==> src/dtl_pkg.sv <==
package dtl_pkg;

    // Register indices; the byte address is four times the index
    localparam logic [7:0] IDX_SECOND_CSR  = 8'h08;
    localparam logic [7:0] IDX_RELOAD      = 8'h09;
    localparam logic [7:0] IDX_SECOND_CNT  = 8'h0A;
    localparam logic [7:0] IDX_FIRST_CSR   = 8'h0B;
    localparam logic [7:0] IDX_CAPTURE     = 8'h0C;
    localparam logic [7:0] IDX_IRQ_STATUS  = 8'h0D;
    localparam logic [7:0] IDX_IRQ_MASK    = 8'h0E;
    localparam int         ADDR_W          = 12;

    // First control/status fields
    localparam int POS_CAP_IE   = 7;
    localparam int POS_CAP_FLAG = 6;
    localparam int POS_PERIOD2  = 5;
    localparam int POS_TB1_IE   = 4;
    localparam int POS_TB1_FLAG = 3;
    // Second control/status fields
    localparam int POS_TB2_IE   = 1;
    localparam int POS_TB2_FLAG = 0;
    // Interrupt status / mask layout
    localparam int POS_EV_TB1   = 0;
    localparam int POS_EV_TB2   = 1;
    localparam int POS_EV_CAP   = 2;
    localparam int NUM_EV       = 3;

    // Reset values
    localparam logic [7:0] RST_BYTE = 8'h00;

    // Timing
    localparam int          PRESCALE      = 32;
    localparam logic [7:0]  TB1_LAST      = 8'hF9;
    localparam logic [7:0]  CNT_MAX       = 8'hFF;
    localparam int          CLK_HZ        = 10000000;
    localparam int          OSC_REF_HZ    = 8000000;
    localparam int          STEP_NS       = 4000;
    localparam int          PERIOD_MAX_NS = 1024000;
    localparam int          PERIOD_STEPS  = PERIOD_MAX_NS / STEP_NS;

    localparam logic [1:0]  HTRANS_NONSEQ = 2'h2;

endpackage

==> src/dtl_timer.sv <==
// Chosen here: register access over AHB-Lite and the placing of the registers.
`timescale 1ns/1ns
module dtl_timer
    import dtl_pkg::*;
#(
    parameter int PRE_DIV = PRESCALE
)(
    input  wire logic              hclk,
    input  wire logic              hresetn,
    input  wire logic              hsel,
    input  wire logic [ADDR_W-1:0] haddr,
    input  wire logic [1:0]        htrans,
    input  wire logic              hwrite,
    input  wire logic [2:0]        hsize,
    input  wire logic [31:0]       hwdata,
    input  wire logic              hready,
    output      logic              hreadyout,
    output      logic              hresp,
    output      logic [31:0]       hrdata,
    input  wire logic              capture_input_pin,
    input  wire logic              halt_mode,
    input  wire logic              global_irq_mask,
    output      logic              irq_timebase1,
    output      logic              irq_timebase2,
    output      logic              irq_capture,
    output      logic              irq
);
    ////////////////////////////////////////////////////////////////////////
    typedef struct packed {
        logic               dp_wr;
        logic               dp_rd;
        logic [ADDR_W-1:0]  dp_addr;
        logic [31:0]        rdata;
        logic [7:0]         cnt1;
        logic               half;
        logic [7:0]         cnt2;
        logic [7:0]         reload_value_reg;
        logic [7:0]         capture_value_reg;
        logic               capture_irq_enable;
        logic               capture_flag;
        logic               period_double_select;
        logic               timebase1_irq_enable;
        logic               timebase1_flag;
        logic               timebase2_irq_enable;
        logic               timebase2_flag;
        logic [NUM_EV-1:0]  irq_status;
        logic [NUM_EV-1:0]  irq_mask;
    } dtl_state_s;

    dtl_state_s st;
    dtl_state_s next_st;
    logic       tick;
    logic       cap_edge;
    logic       ovf1;
    logic       ovf2;
    logic       cap_take;
    logic       rd_first;
    logic       rd_second;
    logic       rd_capture;
    logic [NUM_EV-1:0] ev;

    dtl_prescaler #(.DIV(PRE_DIV)) u_pre (
        .hclk      (hclk),
        .hresetn   (hresetn),
        .halt_mode (halt_mode),
        .tick      (tick)
    );

    dtl_edge_sync u_sync (
        .hclk     (hclk),
        .hresetn  (hresetn),
        .pin      (capture_input_pin),
        .any_edge (cap_edge)
    );

    function automatic logic hit(input logic [ADDR_W-1:0] a, input logic [7:0] idx);
        hit = (a == (ADDR_W)'({idx, 2'b00}));
    endfunction

    ////////////////////////////////////////////////////////////////////////
    // Overflow one: 250 ticks, or every second wrap when doubled
    assign ovf1 = tick && (st.cnt1 == TB1_LAST)
                  && (!st.period_double_select || st.half);
    assign ovf2 = tick && (st.cnt2 == CNT_MAX);
    // Halt stops the counter but edges are still seen for wakeup
    assign cap_take = cap_edge && !st.capture_flag;

    assign rd_first   = st.dp_rd && hit(st.dp_addr, IDX_FIRST_CSR);
    assign rd_second  = st.dp_rd && hit(st.dp_addr, IDX_SECOND_CSR);
    assign rd_capture = st.dp_rd && hit(st.dp_addr, IDX_CAPTURE);
    assign ev = {cap_take, ovf2, ovf1};

    always_comb begin
        next_st = st;
        // Bus address phase, zero wait states
        next_st.dp_wr = hsel && hready && htrans[1] && hwrite;
        next_st.dp_rd = hsel && hready && htrans[1] && !hwrite;
        next_st.dp_addr = haddr;

        // Counter one
        if (tick) begin
            if (st.cnt1 == TB1_LAST) begin
                next_st.cnt1 = 8'h00;
                next_st.half = !st.half;
            end else begin
                next_st.cnt1 = st.cnt1 + 8'h01;
            end
        end

        // Counter two; reload sampled only at overflow
        if (tick) begin
            if (ovf2) begin
                next_st.cnt2 = st.reload_value_reg;
            end else begin
                next_st.cnt2 = st.cnt2 + 8'h01;
            end
        end

        if (cap_take) begin
            next_st.capture_value_reg = st.cnt1;
        end

        // Read side effects first so a same-cycle set wins
        if (rd_first) begin
            next_st.timebase1_flag = 1'b0;
        end
        if (rd_second) begin
            next_st.timebase2_flag = 1'b0;
        end
        if (rd_capture) begin
            next_st.capture_flag = 1'b0;
        end
        if (ovf1) begin
            next_st.timebase1_flag = 1'b1;
        end
        if (ovf2) begin
            next_st.timebase2_flag = 1'b1;
        end
        if (cap_take) begin
            next_st.capture_flag = 1'b1;
        end

        // Writes; flag bits are not writable
        if (st.dp_wr) begin
            if (hit(st.dp_addr, IDX_FIRST_CSR)) begin
                next_st.capture_irq_enable   = hwdata[POS_CAP_IE];
                next_st.period_double_select = hwdata[POS_PERIOD2];
                next_st.timebase1_irq_enable = hwdata[POS_TB1_IE];
            end
            if (hit(st.dp_addr, IDX_SECOND_CSR)) begin
                next_st.timebase2_irq_enable = hwdata[POS_TB2_IE];
            end
            if (hit(st.dp_addr, IDX_RELOAD)) begin
                next_st.reload_value_reg = hwdata[7:0];
            end
            if (hit(st.dp_addr, IDX_IRQ_STATUS)) begin
                next_st.irq_status = st.irq_status & ~hwdata[NUM_EV-1:0];
            end
            if (hit(st.dp_addr, IDX_IRQ_MASK)) begin
                next_st.irq_mask = hwdata[NUM_EV-1:0];
            end
        end
        // Sticky event status, set beats write-one-clear
        next_st.irq_status = next_st.irq_status | ev;

        // Read data registered for the data phase
        // Flags as updated at this edge, so an event here is read, not lost
        next_st.rdata = 32'h0000_0000;
        if (next_st.dp_rd) begin
            if (hit(haddr, IDX_FIRST_CSR)) begin
                next_st.rdata[POS_CAP_IE]   = st.capture_irq_enable;
                next_st.rdata[POS_CAP_FLAG] = next_st.capture_flag;
                next_st.rdata[POS_PERIOD2]  = st.period_double_select;
                next_st.rdata[POS_TB1_IE]   = st.timebase1_irq_enable;
                next_st.rdata[POS_TB1_FLAG] = next_st.timebase1_flag;
            end
            if (hit(haddr, IDX_SECOND_CSR)) begin
                next_st.rdata[POS_TB2_IE]   = st.timebase2_irq_enable;
                next_st.rdata[POS_TB2_FLAG] = next_st.timebase2_flag;
            end
            if (hit(haddr, IDX_RELOAD)) begin
                next_st.rdata[7:0] = st.reload_value_reg;
            end
            if (hit(haddr, IDX_SECOND_CNT)) begin
                next_st.rdata[7:0] = st.cnt2;
            end
            if (hit(haddr, IDX_CAPTURE)) begin
                next_st.rdata[7:0] = next_st.capture_value_reg;
            end
            if (hit(haddr, IDX_IRQ_STATUS)) begin
                next_st.rdata[NUM_EV-1:0] = st.irq_status;
            end
            if (hit(haddr, IDX_IRQ_MASK)) begin
                next_st.rdata[NUM_EV-1:0] = st.irq_mask;
            end
        end
    end

    always_ff @(posedge hclk or negedge hresetn) begin
        if (!hresetn) begin
            st <= '0;
        end else begin
            st <= next_st;
        end
    end

    ////////////////////////////////////////////////////////////////////////
    assign hreadyout = 1'b1;
    assign hresp     = 1'b0;
    assign hrdata    = st.rdata;
    // Per-vector requests also need the global mask cleared
    assign irq_timebase1 = st.timebase1_flag && st.timebase1_irq_enable
                           && !global_irq_mask;
    assign irq_timebase2 = st.timebase2_flag && st.timebase2_irq_enable
                           && !global_irq_mask;
    assign irq_capture   = st.capture_flag && st.capture_irq_enable
                           && !global_irq_mask;
    assign irq = |(st.irq_status & st.irq_mask);
endmodule

==> src/dtl_prescaler.sv <==
`timescale 1ns/1ns
module dtl_prescaler
    import dtl_pkg::*;
#(
    parameter int DIV = PRESCALE
)(
    input  wire logic hclk,
    input  wire logic hresetn,
    input  wire logic halt_mode,
    output      logic tick
);
    typedef struct packed {
        logic [$clog2(DIV)-1:0] cnt;
        logic                   tick;
    } dtl_pre_s;

    dtl_pre_s st;
    dtl_pre_s next_st;

    always_comb begin
        next_st = st;
        next_st.tick = 1'b0;
        // Halt freezes the divider so both counters stop together
        if (!halt_mode) begin
            if (st.cnt == ($clog2(DIV))'(DIV - 1)) begin
                next_st.cnt = '0;
                next_st.tick = 1'b1;
            end else begin
                next_st.cnt = st.cnt + 1'b1;
            end
        end
    end

    always_ff @(posedge hclk or negedge hresetn) begin
        if (!hresetn) begin
            st <= '0;
        end else begin
            st <= next_st;
        end
    end

    assign tick = st.tick;
endmodule

==> src/dtl_edge_sync.sv <==
`timescale 1ns/1ns
module dtl_edge_sync
    import dtl_pkg::*;
(
    input  wire logic hclk,
    input  wire logic hresetn,
    input  wire logic pin,
    output      logic any_edge
);
    typedef struct packed {
        logic s1;
        logic s2;
        logic s3;
    } dtl_sync_s;

    dtl_sync_s st;
    dtl_sync_s next_st;

    always_comb begin
        next_st = st;
        next_st.s1 = pin;
        next_st.s2 = st.s1;
        next_st.s3 = st.s2;
    end

    always_ff @(posedge hclk or negedge hresetn) begin
        if (!hresetn) begin
            st <= '0;
        end else begin
            st <= next_st;
        end
    end

    // Only the synchronised stages feed the detector
    assign any_edge = st.s2 ^ st.s3;
endmodule

==> config.mk <==
export PLATFORM = sky130hd
export DESIGN_NAME = dtl_timer
export DESIGN_NICKNAME = d
export VERILOG_FILES = /design/src/dtl_pkg.sv /design/src/dtl_timer.sv /design/src/dtl_prescaler.sv /design/src/dtl_edge_sync.sv
export SDC_FILE = /design/constraint.sdc
export NUM_CORES = 1
export LEC_CHECK = 0
export ABC_AREA = 1
export BUFFER_PORTS_ARGS = -buffer_cell sky130_fd_sc_hd__buf_2
export CELL_PAD_IN_SITES_DETAIL_PLACEMENT = 0
export CELL_PAD_IN_SITES_GLOBAL_PLACEMENT = 1
export CORE_UTILIZATION = 42
export DETAILED_ROUTE_END_ITERATION = 7
export PLACE_DENSITY = 0.9
export SETUP_SLACK_MARGIN = 0.4
export SYNTH_ARGS = -nofsm -noshare
export SYNTH_HDL_FRONTEND = slang
export SYNTH_SLANG_ARGS = --single-unit
export TNS_END_PERCENT = 20
==> constraint.sdc <==
create_clock -name hclk -period 4.1 [get_ports hclk]
set_input_delay 0.205 -clock hclk [delete_from_list [all_inputs] [get_ports hclk]]
set_output_delay 0.205 -clock hclk [all_outputs]
set_load 0.02 [all_outputs]
==> impl_table.tex <==
\begin{tabular}{lr}
\hline
Metric & Value \\
\hline
\multicolumn{2}{l}{\textbf{Timing}} \\
Max-slew violation count & 0 \\
Number of setup violations in the final report & 0 \\
Final sum of negative setup slack & 0 ns \\
Clock period minus worst slack & 1.840 ns \\
Fraction of the cycle the final worst path needs & 44.89\% \\
Max-slew headroom at the worst pin & 36.66\% \\
Hold WS & -0.03390 ns \\
F\_max & 543.3 MHz \\
Clock skew after layout & 0.008423 ns \\
Final hold vios & 15 \\
Least-Margin Pin Slew & 0.9502 ns \\
RSZ-0062 raised after global routing & false \\
\multicolumn{2}{l}{\textbf{Floorplanning}} \\
Initial core utilization & 44.08\% \\
Total Die Area & 9721 sq um \\
Overall die width & 98.60 microns \\
\# rows & 34 \\
CORE AREA & 8891 sq um \\
Number of placed I/O pins & 95 \\
Vertical extent of the die & 98.60 microns \\
\multicolumn{2}{l}{\textbf{Power}} \\
Leak Pwr & 0.002271 uW \\
Pwr/cell area & 378.9 nW/um\^{}2 \\
Worst VDD drop & 156.5 uV \\
\multicolumn{2}{l}{\textbf{Placement}} \\
RePlAce Congestion & 0.8392 \\
Number of buffer cells added on primary ports & 40 \\
Placed wire-length estimate after detailed placement & 5.901 mm \\
Placed insts & 595 \\
Total placed instance area & 4064 sq um \\
\multicolumn{2}{l}{\textbf{CTS}} \\
Hold buffer count at cts & 12 \\
Clock tree buffer depth & 2 \\
Setup fix buffers added after clock tree synthesis & 0 \\
Clock insertion delay at the later pin of the skew report & 0.35 ns \\
Resized cells post-CTS & 0 \\
Depth of the CTS H-tree & 3 \\
Root buffer selected by CTS & sky130\_fd\_sc\_hd\_\_clkbuf\_8 \\
Clock transition time at the flip-flop clock pins of the worst setup and hold paths & 0.07 ns \\
Clock buffers created by TritonCTS & 9 \\
Clk sinks & 77 \\
CTS tree & built \\
\multicolumn{2}{l}{\textbf{Logic synthesis}} \\
Count of yosys warnings during synthesis & 0 \\
Number of different library cells in the post-synthesis netlist & 37 \\
Part of the Yosys area used for sequential elements & 49.17\% \\
Dominant combinational cell family by area after synthesis & simple AND/OR/NAND/NOR gates \\
Number of instances in the synthesized netlist & 462 \\
Async S/R FF share, synth & 100.0\% \\
Multiplexer share of the synthesized area & 0.5747\% \\
Number of synthesized flops with an enable pin & 0 \\
Compound-Gate Fraction of Synth Area & 9.930\% \\
Cell Area, Synth & 3919 sq um \\
Arithmetic-cell share of the synthesized area counting full adders, half adders and majority gates & 1.596\% \\
Xor and xnor area share after synthesis & 1.117\% \\
Mean instance size in the synthesized netlist & 8.482 sq um \\
Dominant synthesized flop cell & sky130\_fd\_sc\_hd\_\_dfrtp\_1 \\
Post-Synth Simple-Gate Area & 23.69\% \\
Synthesized flop and latch total & 77 \\
\multicolumn{2}{l}{\textbf{Final layout}} \\
Area of the multi-input gates & 1544 sq um \\
Final core area utilization & 49.23\% \\
Final non-filler cell total & 622 \\
Post-synthesis to final-layout area growth & 11.69\% \\
Filler Cell Count & 837 \\
Post-route standard cell area excluding fillers & 4377 sq um \\
Net count reported at finish & 572 \\
Count of inserted antenna diode cells & 0 \\
Sequential standard cell area & 1927 sq um \\
Most frequent standard cell in the layout excluding fill and tap cells & sky130\_fd\_sc\_hd\_\_nand2\_1 \\
Share of post-route cells with drive strength above 1 & 18.87\% \\
Commonest non-fill, non-tap cells in the layout & sky130\_fd\_sc\_hd\_\_nand2\_1 (97), sky130\_fd\_sc\_hd\_\_dfrtp\_1 (77), sky130\_fd\_sc\_hd\_\_inv\_1 (53) \\
\multicolumn{2}{l}{\textbf{Run}} \\
Max capacitance violation total & 0 \\
\multicolumn{2}{l}{\textbf{Outcome}} \\
Outcome & finished, violations left \\
Violated checks & negative hold slack \\
\multicolumn{2}{l}{\textbf{Drt}} \\
DRC errors left & 0 \\
Via-per-instance ratio & 4.814 \\
Final Routed Wirelength & 7.924 mm \\
Remaining antenna violation count & 0 \\
Overall via count from detail\_route & 2,994 \\
Per-cell routed wire length & 12.74 microns \\
Drt first-iter violations & 136 \\
Number of detailed-route iterations in the first pass & 4 \\
\multicolumn{2}{l}{\textbf{Global route}} \\
Number of global-route vias before repair & 2,865 \\
Initial antenna violation count & 0 \\
First-pass GRT wire length & 13.43 mm \\
Pin count of the biggest net entering global routing & 78 \\
Total congestion overflow after global routing & 0 \\
GRT Total Usage & 17.85\% \\
\multicolumn{2}{l}{\textbf{Worst hold path}} \\
Worst hold path class & input pin to async pin \\
\multicolumn{2}{l}{\textbf{Setup path}} \\
Critical path class & input pin to register \\
Critical Path End Type & register \\
Worst Path Max Fanout & 11 \\
Slowest stage cell, crit path & sky130\_fd\_sc\_hd\_\_dlygate4sd3\_1 \\
Crit path cell chain & dlygate4sd3\_1, buf\_2, nor2\_2, nand2\_1, nor2\_2, nand2\_1, nor2\_1, nor2\_1, nand4\_1, nand2\_1, a21oi\_2 \\
Critical path data arrival time & 2.12 ns \\
CP most frequent cell & sky130\_fd\_sc\_hd\_\_nand2\_1 \\
CP peak stage delay & 0.54 ns \\
CP startpoint kind & input pin \\
Worst Path Required & 4.38 ns \\
\hline
\end{tabular}
-- final cells by class --
cell class | count | area share [%]
Clock buffer | 14 | 3.716
Clock inverter | 1 | 0.6861
Inverter | 68 | 5.832
Multi-Input combinational cell | 302 | 35.28
Sequential cell | 77 | 44.03
Tap cell | 108 | 3.087
Timing Repair Buffer | 52 | 7.376
-- metrics by stage --
stage               total power [uW]  worst slack [ns]
finish                          1658             2.260
global route                    1747             2.181
CTS                             1678             2.299
detailed placement              1099             2.324
global placement                1088             2.334
floorplan                       1046             2.653
-- worst paths after layout --
| kind | startpoint | end | slack [ns] | cells past startpoint |
|---|---|---|---|---|
| hold / removal | hresetn | st[81] | -0.03 | 1 |
| max in group asynchronous | hresetn | st[86] | 3.49 | 1 |
| setup reg to reg | st[84] | st[27] | 2.28 | 5 |
| setup / recovery | haddr[1] | hrdata[0] | 2.26 | 11 |
| hold reg to reg | u_sync.next_st[1] | u_sync.next_st[0] | 0.36 | 0 |
| min in group hclk | haddr[2] | st[80] | 0.03 | 1 |
-- logic make-up (layout without fill, tap and decap cells) --
kind of cell               count (synthesis)  in the layout
and+or+nand+nor                          192            192
buffers and inverters                    107            135
DFF                                       77             77
AOI/OAI and AO/OA                         72             72
adders and majority gates                  5              5
xor gates and xnor gates                   5              5
other                                      2             26
muxes                                      2              2
-- cells in the mapped netlist, types with 2 or more instances --
cell type / n / area share [%]
sky130_fd_sc_hd__conb_1: 2 / 0.19
sky130_fd_sc_hd__inv_1: 53 / 5.1
sky130_fd_sc_hd__nor2_1: 31 / 3.0
sky130_fd_sc_hd__o21ai_0: 28 / 3.6
sky130_fd_sc_hd__nand2_2: 6 / 0.96
sky130_fd_sc_hd__nand3_1: 22 / 2.8
sky130_fd_sc_hd__o211ai_1: 3 / 0.57
sky130_fd_sc_hd__nand3_2: 4 / 1.0
sky130_fd_sc_hd__o21ai_1: 15 / 1.9
sky130_fd_sc_hd__nor2_2: 7 / 1.1
sky130_fd_sc_hd__nand2_1: 97 / 9.3
sky130_fd_sc_hd__o22ai_1: 3 / 0.48
sky130_fd_sc_hd__dfrtp_1: 77 / 49
sky130_fd_sc_hd__buf_2: 4 / 0.51
sky130_fd_sc_hd__a31oi_1: 2 / 0.32
sky130_fd_sc_hd__ha_1: 5 / 1.6
sky130_fd_sc_hd__clkinv_1: 3 / 0.29
sky130_fd_sc_hd__buf_4: 35 / 6.7
sky130_fd_sc_hd__xor2_1: 4 / 0.89
sky130_fd_sc_hd__nor3_2: 3 / 0.77
sky130_fd_sc_hd__nor2_4: 4 / 1.1
sky130_fd_sc_hd__inv_2: 12 / 1.1
sky130_fd_sc_hd__nand4_1: 3 / 0.48
sky130_fd_sc_hd__mux2_2: 2 / 0.57
sky130_fd_sc_hd__nor3_1: 8 / 1.0
sky130_fd_sc_hd__nand2_4: 3 / 0.86
sky130_fd_sc_hd__a21oi_1: 16 / 2.0
-- layer usage --
layer,wire length (microns),share of wire (%),track usage (%)
met3,378,4.8,4.468
met5,0,0,0
met2,3766,48,28.87
met4,98,1.2,5.855
met1,3681,46,23.60
-- report_power, final --
part	leakage, uW	total (uW)	internal (uW)	switching [uW]
Combinational	0.00125	218	76.1	141
Sequential	0.000924	873	825	47.5
Clock	0.0000968	568	312	256
-- worst max-delay path: cells and delay by family --
family / cells / cell delay (ns)
buffers and inverters: 2 / 0.67
AOI/OAI and AO/OA: 1 / 0.12
and+or+nand+nor: 8 / 1.10
-- sequential cells by signal, indices dropped and copies added, names as in the netlist --
| signal | flops |
|---|---|
| hrdata | 8 |
| st | 60 |
| u_pre.tick | 1 |
| u_sync.st | 1 |
| u_sync.next_st | 2 |
| u_pre.st | 5 |
No activity file was read; power rests on OpenSTA's default activity.
